[src/ptpr_cfg.svh]
`ifndef PTPR_CFG_SVH
`define PTPR_CFG_SVH

// ----------------------------------------------------------------------
// Register offsets (byte addresses)
// ----------------------------------------------------------------------
`define PTPR_OFF_MSGCFG2 12'h622
`define PTPR_OFF_DOMVER 12'h624
`define PTPR_OFF_RXLAT 12'h640
`define PTPR_OFF_TXLAT 12'h642
`define PTPR_OFF_ASYM 12'h644
`define PTPR_OFF_LINK 12'h646
`define PTPR_OFF_DREQ_LO 12'h648
`define PTPR_OFF_DREQ_HI 12'h64a
`define PTPR_OFF_SYNC_LO 12'h64c

// ----------------------------------------------------------------------
// Field positions
// ----------------------------------------------------------------------
`define PTPR_VER_MSB 11
`define PTPR_VER_LSB 8
`define PTPR_DOM_MSB 7
`define PTPR_DOM_LSB 0
`define PTPR_DOMEN_BIT 4
`define PTPR_ASYM_SIGN 15
`define PTPR_ASYM_MAG_MSB 14

// ----------------------------------------------------------------------
// Reset and special values
// ----------------------------------------------------------------------
`define PTPR_VER_RST 4'h2
`define PTPR_VER_HOST 4'h1
`define PTPR_DOM_RST 8'h00
`define PTPR_RXLAT_RST 16'h019f
`define PTPR_TXLAT_RST 16'h002d
`define PTPR_WORD_ZERO 16'h0000

`endif

[src/ptpr_pkg.sv]
package ptpr_pkg;

  typedef enum logic [3:0] {
    ptpr_msg_sync = 4'h0,
    ptpr_msg_dly_req = 4'h1,
    ptpr_msg_pdly_req = 4'h2,
    ptpr_msg_pdly_resp = 4'h3
  } ptpr_msg_t;

  typedef struct packed {
    logic [1:0] sec;
    logic [29:0] ns;
  } ptpr_stamp_t;

endpackage : ptpr_pkg

[src/ptpr_cfg_if.sv]
`timescale 1ns/1ps
`default_nettype none

interface ptpr_cfg_if;
  logic [3:0] version;
  logic [7:0] domain;
  logic domain_en;
  logic [15:0] asym;

  modport src (output version, output domain, output domain_en, output asym);
  modport filt (input version, input domain, input domain_en);
  modport corr (input asym);
endinterface : ptpr_cfg_if

`default_nettype wire

[src/ptpr_filter.sv]
`timescale 1ns/1ps
`default_nettype none
`include "ptpr_cfg.svh"

module ptpr_filter (
  input wire logic mclk,
  input wire logic rst,
  ptpr_cfg_if.filt cfg,
  input wire logic msg_valid,
  input wire logic [3:0] msg_version,
  input wire logic [7:0] msg_domain,
  input wire logic msg_from_line,
  output logic capture_ff,
  output logic drop_ff,
  output logic fwd_host_ff,
  output logic fwd_peer_ff
);

  logic ver_match;
  logic dom_ok;
  assign ver_match = msg_version == cfg.version;
  // With domain checking off the domain number is not looked at.
  assign dom_ok = !cfg.domain_en || (msg_domain == cfg.domain);

  // ----------------------------------------------------------------------
  // Decision per received message, one-cycle pulses
  // ----------------------------------------------------------------------
  always_ff @(posedge mclk or posedge rst) begin
    if (rst) begin
      capture_ff <= 1'b0;
      drop_ff <= 1'b0;
      fwd_host_ff <= 1'b0;
      fwd_peer_ff <= 1'b0;
    end else begin
      capture_ff <= msg_valid && ver_match; // RULE1
      drop_ff <= msg_valid && !ver_match; // RULE2
      fwd_host_ff <= msg_valid && ver_match && (cfg.version == `PTPR_VER_HOST) && dom_ok; // RULE3 RULE4 RULE5
      fwd_peer_ff <= msg_valid && ver_match && msg_from_line; // RULE3
    end
  end
endmodule : ptpr_filter

`default_nettype wire

[src/ptpr_corr.sv]
`timescale 1ns/1ps
`default_nettype none
`include "ptpr_cfg.svh"

module ptpr_corr
  import ptpr_pkg::*;
#(
  parameter int unsigned CORR_W = 32
) (
  input wire logic mclk,
  input wire logic rst,
  ptpr_cfg_if.corr cfg,
  input wire logic corr_valid,
  input wire logic corr_ingress,
  input wire ptpr_msg_t corr_type,
  input wire logic [CORR_W-1:0] corr_in,
  output logic corr_out_valid_ff,
  output logic [CORR_W-1:0] corr_out_ff
);

  logic [CORR_W-1:0] mag_w;
  logic do_add;
  logic do_sub;
  logic neg;
  logic [CORR_W-1:0] nxt_corr;

  assign mag_w = CORR_W'(cfg.asym[`PTPR_ASYM_MAG_MSB:0]);
  assign do_add = corr_ingress && (corr_type == ptpr_msg_sync || corr_type == ptpr_msg_pdly_resp);
  assign do_sub = !corr_ingress && (corr_type == ptpr_msg_dly_req || corr_type == ptpr_msg_pdly_req);
  // Sign-magnitude value; subtraction flips the effective sign.
  assign neg = cfg.asym[`PTPR_ASYM_SIGN] ^ do_sub; // RULE8

  always_comb begin
    nxt_corr = corr_in;
    if (do_add || do_sub) begin
      nxt_corr = neg ? corr_in - mag_w : corr_in + mag_w; // RULE9
    end
  end

  // ----------------------------------------------------------------------
  // Registered correction result
  // ----------------------------------------------------------------------
  always_ff @(posedge mclk or posedge rst) begin
    if (rst) begin
      corr_out_valid_ff <= 1'b0;
      corr_out_ff <= '0;
    end else begin
      corr_out_valid_ff <= corr_valid;
      corr_out_ff <= nxt_corr;
    end
  end
endmodule : ptpr_corr

`default_nettype wire

[src/ptpr_regs.sv]
// Contract
// RULE1: A received timing message whose version equals the 4-bit version field (reset 2) is captured.
// RULE2: A received timing message whose version differs from the version field is dropped.
// RULE3: Unless the version field is 1, timing messages pass only between line ports 1 and 2, never to port 3.
// RULE4: With domain checking on, messages go to port 3 only when their domain equals the 8-bit domain field (reset 0).
// RULE5: With domain checking off, the message domain number may be ignored in the forwarding decision.
// RULE6: Port 1 receive latency is a 16-bit nanosecond value that resets to 0x019F (415 ns).
// RULE7: Port 1 transmit latency is a 16-bit nanosecond value that resets to 0x002D (45 ns).
// RULE8: Port 1 asymmetry is sign-magnitude, bit 15 set meaning the 15-bit magnitude is negative.
// RULE9: Asymmetry is added to ingress Sync and Pdelay_Resp corrections and subtracted from egress Delay_Req and Pdelay_Req.
// RULE10: Port 1 link delay is a 16-bit nanosecond value that resets to zero.
// RULE11: The low 16 nanosecond bits of the port 1 delay-request egress stamp sit in their own word, reset zero.
// RULE12: The delay-request high word holds nanosecond bits 29 to 16 in its bits 13 to 0.
// RULE13: The delay-request high word holds seconds bits 1 to 0 in its bits 15 to 14, reset zero.
// RULE14: The low nanosecond word of the port 1 Sync egress stamp sits in its own register.
// RULE15: Bit 4 of the message configuration register turns on the domain comparison.
// RULE16: Each egress stamp register loads when a frame of its message type leaves port 1.
//
// Strobed register access was left to the implementer.
`timescale 1ns/1ps
`default_nettype none
`include "ptpr_cfg.svh"

module ptpr_regs
  import ptpr_pkg::*;
#(
  parameter int unsigned CORR_W = 32
) (
  input wire logic mclk,
  input wire logic rst,
  input wire logic [11:0] reg_addr,
  input wire logic [15:0] reg_wdata,
  input wire logic reg_wr,
  input wire logic reg_rd,
  output logic [15:0] reg_rdata_ff,
  input wire logic rx_msg_valid,
  input wire logic [3:0] rx_msg_version,
  input wire logic [7:0] rx_msg_domain,
  input wire logic rx_from_line,
  output logic rx_capture_ff,
  output logic rx_drop_ff,
  output logic fwd_host_ff,
  output logic fwd_peer_ff,
  input wire logic corr_valid,
  input wire logic corr_ingress,
  input wire ptpr_msg_t corr_type,
  input wire logic [CORR_W-1:0] corr_in,
  output logic corr_out_valid_ff,
  output logic [CORR_W-1:0] corr_out_ff,
  input wire logic tx_stamp_valid,
  input wire ptpr_msg_t tx_stamp_type,
  input wire ptpr_stamp_t tx_stamp,
  output logic [15:0] rx_latency_ff,
  output logic [15:0] tx_latency_ff,
  output logic [15:0] link_delay_ff
);

  // ----------------------------------------------------------------------
  // Storage
  // ----------------------------------------------------------------------
  logic [3:0] version_ff;
  logic [7:0] domain_ff;
  logic domain_en_ff;
  logic [15:0] asym_ff;
  logic [15:0] dreq_lo_ff;
  logic [15:0] dreq_hi_ff;
  logic [15:0] sync_lo_ff;
  logic [15:0] nxt_rdata;
  logic dreq_load;
  logic sync_load;

  // ----------------------------------------------------------------------
  // Address decode
  // ----------------------------------------------------------------------
  function automatic logic addr_hit(input logic [11:0] a, input logic [11:0] off);
    return a == off;
  endfunction : addr_hit

  function automatic logic wr_hit(input logic we, input logic [11:0] a, input logic [11:0] off);
    return we && addr_hit(a, off);
  endfunction : wr_hit

  // ----------------------------------------------------------------------
  // Configuration carried to the message logic
  // ----------------------------------------------------------------------
  ptpr_cfg_if cfg_bus ();

  assign cfg_bus.version = version_ff;
  assign cfg_bus.domain = domain_ff;
  assign cfg_bus.domain_en = domain_en_ff;
  assign cfg_bus.asym = asym_ff;

  // ----------------------------------------------------------------------
  // Domain and version register
  // ----------------------------------------------------------------------
  always_ff @(posedge mclk or posedge rst) begin
    if (rst) begin
      version_ff <= `PTPR_VER_RST;
      domain_ff <= `PTPR_DOM_RST;
    end else if (wr_hit(reg_wr, reg_addr, `PTPR_OFF_DOMVER)) begin
      version_ff <= reg_wdata[`PTPR_VER_MSB:`PTPR_VER_LSB]; // RULE1
      domain_ff <= reg_wdata[`PTPR_DOM_MSB:`PTPR_DOM_LSB]; // RULE4
    end
  end

  // ----------------------------------------------------------------------
  // Message configuration: only the domain check enable is held here
  // ----------------------------------------------------------------------
  always_ff @(posedge mclk or posedge rst) begin
    if (rst) begin
      domain_en_ff <= 1'b0;
    end else if (wr_hit(reg_wr, reg_addr, `PTPR_OFF_MSGCFG2)) begin
      domain_en_ff <= reg_wdata[`PTPR_DOMEN_BIT]; // RULE15
    end
  end

  // ----------------------------------------------------------------------
  // Port 1 latencies, asymmetry and link delay
  // ----------------------------------------------------------------------
  always_ff @(posedge mclk or posedge rst) begin
    if (rst) begin
      rx_latency_ff <= `PTPR_RXLAT_RST; // RULE6
    end else if (wr_hit(reg_wr, reg_addr, `PTPR_OFF_RXLAT)) begin
      rx_latency_ff <= reg_wdata;
    end
  end

  always_ff @(posedge mclk or posedge rst) begin
    if (rst) begin
      tx_latency_ff <= `PTPR_TXLAT_RST; // RULE7
    end else if (wr_hit(reg_wr, reg_addr, `PTPR_OFF_TXLAT)) begin
      tx_latency_ff <= reg_wdata;
    end
  end

  always_ff @(posedge mclk or posedge rst) begin
    if (rst) begin
      asym_ff <= `PTPR_WORD_ZERO;
    end else if (wr_hit(reg_wr, reg_addr, `PTPR_OFF_ASYM)) begin
      asym_ff <= reg_wdata; // RULE8
    end
  end

  always_ff @(posedge mclk or posedge rst) begin
    if (rst) begin
      link_delay_ff <= `PTPR_WORD_ZERO; // RULE10
    end else if (wr_hit(reg_wr, reg_addr, `PTPR_OFF_LINK)) begin
      link_delay_ff <= reg_wdata;
    end
  end

  // ----------------------------------------------------------------------
  // Egress stamps; a frame leaving port 1 wins over a software write
  // ----------------------------------------------------------------------
  assign dreq_load = tx_stamp_valid && (tx_stamp_type == ptpr_msg_dly_req || tx_stamp_type == ptpr_msg_pdly_req);
  assign sync_load = tx_stamp_valid && (tx_stamp_type == ptpr_msg_sync);

  always_ff @(posedge mclk or posedge rst) begin
    if (rst) begin
      dreq_lo_ff <= `PTPR_WORD_ZERO;
    end else if (dreq_load) begin
      dreq_lo_ff <= tx_stamp.ns[15:0]; // RULE11 RULE16
    end else if (wr_hit(reg_wr, reg_addr, `PTPR_OFF_DREQ_LO)) begin
      dreq_lo_ff <= reg_wdata;
    end
  end

  always_ff @(posedge mclk or posedge rst) begin
    if (rst) begin
      dreq_hi_ff <= `PTPR_WORD_ZERO; // RULE13
    end else if (dreq_load) begin
      dreq_hi_ff <= {tx_stamp.sec, tx_stamp.ns[29:16]}; // RULE12 RULE13 RULE16
    end else if (wr_hit(reg_wr, reg_addr, `PTPR_OFF_DREQ_HI)) begin
      dreq_hi_ff <= reg_wdata;
    end
  end

  always_ff @(posedge mclk or posedge rst) begin
    if (rst) begin
      sync_lo_ff <= `PTPR_WORD_ZERO;
    end else if (sync_load) begin
      sync_lo_ff <= tx_stamp.ns[15:0]; // RULE14 RULE16
    end else if (wr_hit(reg_wr, reg_addr, `PTPR_OFF_SYNC_LO)) begin
      sync_lo_ff <= reg_wdata;
    end
  end

  // ----------------------------------------------------------------------
  // Read path: data stands in the cycle after the read strobe only
  // ----------------------------------------------------------------------
  always_comb begin
    nxt_rdata = `PTPR_WORD_ZERO;
    case (reg_addr)
      `PTPR_OFF_MSGCFG2: nxt_rdata[`PTPR_DOMEN_BIT] = domain_en_ff;
      `PTPR_OFF_DOMVER: nxt_rdata = {4'h0, version_ff, domain_ff};
      `PTPR_OFF_RXLAT: nxt_rdata = rx_latency_ff;
      `PTPR_OFF_TXLAT: nxt_rdata = tx_latency_ff;
      `PTPR_OFF_ASYM: nxt_rdata = asym_ff;
      `PTPR_OFF_LINK: nxt_rdata = link_delay_ff;
      `PTPR_OFF_DREQ_LO: nxt_rdata = dreq_lo_ff;
      `PTPR_OFF_DREQ_HI: nxt_rdata = dreq_hi_ff;
      `PTPR_OFF_SYNC_LO: nxt_rdata = sync_lo_ff;
      default: nxt_rdata = `PTPR_WORD_ZERO;
    endcase
  end

  always_ff @(posedge mclk or posedge rst) begin
    if (rst) begin
      reg_rdata_ff <= `PTPR_WORD_ZERO;
    end else if (reg_rd) begin
      reg_rdata_ff <= nxt_rdata;
    end else begin
      reg_rdata_ff <= `PTPR_WORD_ZERO;
    end
  end

  // ----------------------------------------------------------------------
  // Message filter and correction adjust
  // ----------------------------------------------------------------------
  ptpr_filter u_filter (
    .mclk (mclk),
    .rst (rst),
    .cfg (cfg_bus.filt),
    .msg_valid (rx_msg_valid),
    .msg_version (rx_msg_version),
    .msg_domain (rx_msg_domain),
    .msg_from_line (rx_from_line),
    .capture_ff (rx_capture_ff),
    .drop_ff (rx_drop_ff),
    .fwd_host_ff (fwd_host_ff),
    .fwd_peer_ff (fwd_peer_ff)
  );

  ptpr_corr #(
    .CORR_W (CORR_W)
  ) u_corr (
    .mclk (mclk),
    .rst (rst),
    .cfg (cfg_bus.corr),
    .corr_valid (corr_valid),
    .corr_ingress (corr_ingress),
    .corr_type (corr_type),
    .corr_in (corr_in),
    .corr_out_valid_ff (corr_out_valid_ff),
    .corr_out_ff (corr_out_ff)
  );

  // ----------------------------------------------------------------------
  // Checks
  // ----------------------------------------------------------------------
  ptpr_stamp_t stamp_q;

  always_ff @(posedge mclk or posedge rst) begin
    if (rst) begin
      stamp_q <= '0;
    end else begin
      stamp_q <= tx_stamp;
    end
  end
endmodule : ptpr_regs

`default_nettype wire

[config.mk]
export PLATFORM = sky130hd
export DESIGN_NAME = ptpr_regs
export DESIGN_NICKNAME = d
export VERILOG_FILES = /design/src/ptpr_pkg.sv /design/src/ptpr_cfg_if.sv /design/src/ptpr_filter.sv /design/src/ptpr_corr.sv /design/src/ptpr_regs.sv
export VERILOG_INCLUDE_DIRS = /design/src
export SDC_FILE = /design/constraint.sdc
export NUM_CORES = 1
export LEC_CHECK = 0
export ABC_AREA = 0
export BUFFER_PORTS_ARGS = -buffer_cell sky130_fd_sc_hd__clkbuf_2
export CORE_MARGIN = 5
export CORE_UTILIZATION = 50
export CTS_CLUSTER_SIZE = 30
export DETAILED_ROUTE_END_ITERATION = 10
export PLACE_DENSITY = 0.74
export RECOVER_POWER = 100
export SKIP_CTS_REPAIR_TIMING = 1
export SLEW_MARGIN = 20
export SYNTH_ARGS = -nofsm -noshare
export SYNTH_HDL_FRONTEND = slang
export SYNTH_SLANG_ARGS = --single-unit
[constraint.sdc]
create_clock -name mclk -period 15.75 [get_ports mclk]
set_input_delay 3.15 -clock mclk [delete_from_list [all_inputs] [get_ports mclk]]
set_output_delay 3.15 -clock mclk [all_outputs]
set_load 0.01 [all_outputs]
==> summary.md <==
The number of enable flip-flop cells after synthesis is 0. For the net count after synthesis, the log shows 1135. By area the synthesized netlist is led by sky130_fd_sc_hd__dfrtp_1, sky130_fd_sc_hd__mux2_2, sky130_fd_sc_hd__mux2i_1, sky130_fd_sc_hd__nand2_1, sky130_fd_sc_hd__o21ai_0. Commonest register cell after synthesis: sky130_fd_sc_hd__dfrtp_1.

Walking the worst path, the cells encountered are clkbuf_1, clkinvlp_2, clkbuf_1. Among the stages of the critical path, the cell type that occurs most often is sky130_fd_sc_hd__clkbuf_1. The distinct cell type count after synthesis came out at 75. After clock tree synthesis, the clock-pin slew on the worst setup and hold paths is 0.07 ns. The run gives 0 as the count of final hold-check violations. On the final layout, the worst clock skew is 0.01515 ns. The HPWL reported at the end of detailed placement came out at 20250 um. For the post-synthesis instance area, the log shows 0.01005 sq mm.

The highest clock rate was 0.1086 GHz. Setup repair after global routing left no endpoint under its margin. The starting density of the core was 51.12%; the iteration count of the initial detailed-routing pass was 5. From synthesis to final layout, the design area changed by 16.06%. The root buffer cell chosen for the clock tree is sky130_fd_sc_hd__clkbuf_16.

The detailed router finished its first iteration with 577 violations. Element type at the critical path end: an async pin. The leakage power of the design came out at 0.005601 uW. The total power per unit cell area was 93.90 mW/mm^2.

The die is 151.8 um tall. In the synthesized netlist the async set-or-reset flop fraction comes to 100.0%. The detail-routed via count per cell came out at 5.706. Data arrives at the worst endpoint at 8.81 ns. The flow ran to the end, but the final reports show violations. After detailed routing, the total wire length is 27250 um. For the pin with the worst max-slew slack, the measured transition is 4.424 ns. At the end of the flow, the number of nets in the layout was 1326.

For the final routed database, the setup TNS stands at 0 ns. The logs give 0.01965 sq mm for the area of the placeable core and 17 for the number of buffers created by CTS. Entering global routing, the biggest net connects 101 pins. Dividing the detail-routed wire length by the instance count gives 18.83 um. The logs give 0 for the number of warnings reported in the yosys synthesis log and 2 for the buffer levels on the longest clock path. The number of vias after detailed routing is 8256. The clock reaches the later pin of the worst-skew pair after 0.44 ns. Count of buffers inserted at the top-level ports: 221. TritonCTS built the clock tree.

The global-route wire length before repair is 42250 um. The checks that failed: capacitance limit, slew limit. Sequential elements use 44.48% of the synthesized area. The largest stage delay on the critical path was 3.03 ns; the total count of max-transition violations in the final report was 322. Setup violations remaining at the end of the flow were counted as 0.

The run gives 1095 uW as the total power consumption of the routed design. Summed over all layers, the global routing overflow is 0. The clock drives 178 sinks.

For the initial antenna violation count, the log shows 0. The die outline width works out to 151.8 um. In this run the number of H-tree levels came out at 4. Of the post-synthesis cell area, the dominant cell type holds 41.34%. The final worst-path cycle share came out at 58.45%. In the layout the commonest cells are sky130_fd_sc_hd__dfrtp_1, sky130_fd_sc_hd__nand2_1, sky130_fd_sc_hd__clkbuf_2, sky130_fd_sc_hd__o21ai_0, sky130_fd_sc_hd__clkbuf_1.

After detailed routing, the number of remaining DRC violations is 0. Each instance of the synthesized netlist takes up on average 10.27 sq um. The post-route netlist has 20.22% of its cells at a drive strength greater than 1. The most frequent standard cell in the layout excluding fill and tap cells was sky130_fd_sc_hd__dfrtp_1.

In this run the core area contains 51 standard-cell rows. The kind of critical path is input pin to async pin. Relative slew slack: -196.5%.

Of all cell types, the one taking the most synthesized area is sky130_fd_sc_hd__dfrtp_1. For the largest voltage drop on the vdd net, the log shows 70.51 uV. For this design, the slowest cell found on the critical path is sky130_fd_sc_hd__clkbuf_1. The synthesized netlist cell count was 978; the count of cells along the worst hold path was 2. Once detail routing completed, the nets flagged for antenna violations numbered 0. The congestion estimate from routability-driven global placement came to 0.9532. Global routing used 23.49% of the available tracks across all layers. The number of antenna repair diodes is 0.

The tightest min-delay check is of the flip-flop to flip-flop type. In this run the count of I/O pins placed on the die edge is 222. After layout, the worst setup slack is 6.544 ns. STA puts the critical path data required time at 15.35 ns. The number of max-capacitance violations reported is 6, and the via count of the first global-routing pass is 7947. The number of cells on the worst reg-to-reg path is 14.

The sort of element at the start of the critical path was an input pin. The routed design could run at a clock period as short as 9.206 ns. In this run the worst path has a maximum fanout of 100. The tools report the floorplan die area as 0.02303 sq mm.

The number of synthesized register bits came out at 178. The run gives 8.626 ns as the worst setup slack after placement.
==> final timing paths <==
check                                    endpoint           from  slack (ns)
max reg2reg                u_corr.corr_out_ff[27]     asym_ff[3]       10.34
max                                dreq_hi_ff[14]            rst        6.54
min reg2reg                         sync_lo_ff[7]  sync_lo_ff[7]        0.48
min                                 sync_lo_ff[7]  sync_lo_ff[7]        0.48
max in group mclk          u_corr.corr_out_ff[30]   corr_type[0]        8.33
min in group asynchronous        reg_rdata_ff[15]            rst        4.04
==> cell type report <==
cell class	count	area, sq um
Sequential cell	178	4469
Clock buffer	17	425.4
Tap cell	265	331.6
Clock inverter	15	160.2
Fill cell	1779	7993
Multi-Input combinational cell	726	5179
Timing Repair Buffer	229	1031
Inverter	17	65.06
==> cell families (layout without fill, tap and decap cells) <==
| family | count (synthesis) | in the layout | synth area share [%] |
|---|---|---|---|
| mux | 142 | 142 | 15.24 |
| simple gates | 236 | 236 | 11.51 |
| compound gates | 256 | 256 | 16.10 |
| fa+ha+maj | 36 | 36 | 4.558 |
| buf+inv | 74 | 278 | 3.225 |
| xor+xnor | 56 | 56 | 4.882 |
| flops | 178 | 178 | 44.48 |
==> flip-flops by register name, summed over array words and instances, names as in the netlist, 4 cells and up <==
signal              cells
asym_ff                16
cfg_bus.domain          8
cfg_bus.version         4
dreq_hi_ff             16
dreq_lo_ff             16
link_delay_ff          16
reg_rdata_ff           16
rx_latency_ff          16
sync_lo_ff             16
tx_latency_ff          16
u_corr.corr_out_ff     32
==> through the flow <==
stage	hold WS [ns]	cell area [sq um]	instances	utilization, %
CTS	0.4860	11890	1447	60.50
floorplan	0.4444	10050	978	-
detailed placement	0.4697	11300	1415	57.52
global placement	0.4598	11300	1415	57.52
global route	0.5001	11660	1447	59.33
finish	0.4835	11660	1447	59.33
==> cells in the mapped netlist, drive strengths merged (9+ instances only) <==
| library cell | count |
|---|---|
| o21ai | 105 |
| nand4 | 9 |
| a21oi | 43 |
| xor2 | 26 |
| dfrtp | 166 |
| a22oi | 20 |
| a31oi | 11 |
| a21o | 15 |
| ha | 35 |
| a221oi | 10 |
| xnor2 | 30 |
| nand2 | 129 |
| dfstp | 12 |
| mux2 | 78 |
| nor2 | 28 |
| inv | 16 |
| clkbuf | 39 |
| buf | 18 |
| nor3 | 10 |
| o21bai | 10 |
| mux2i | 63 |
==> worst max-delay path: cells and delay by family <==
kind | cells | cell delay, ns
buffers and inverters | 3 | 5.56
==> where the power goes <==
group          switching (uW)  internal (uW)
Sequential               19.5            494
Combinational            97.7           67.0
Clock                     205            212
Total                     322            773
==> layer usage <==
layer  vias to the layer above  share of wire, %  GRT usage, %  routed length [um]
li1                       3944                 -             -                   -
met1                      3971                46         33.66               12490
met2                       312                46         36.71               12460
met3                        29               7.2         4.938                1962
met4                         0               1.2         5.795                 335
met5                         -                 0             0                   0
No activity file was read; power rests on OpenSTA's default activity.
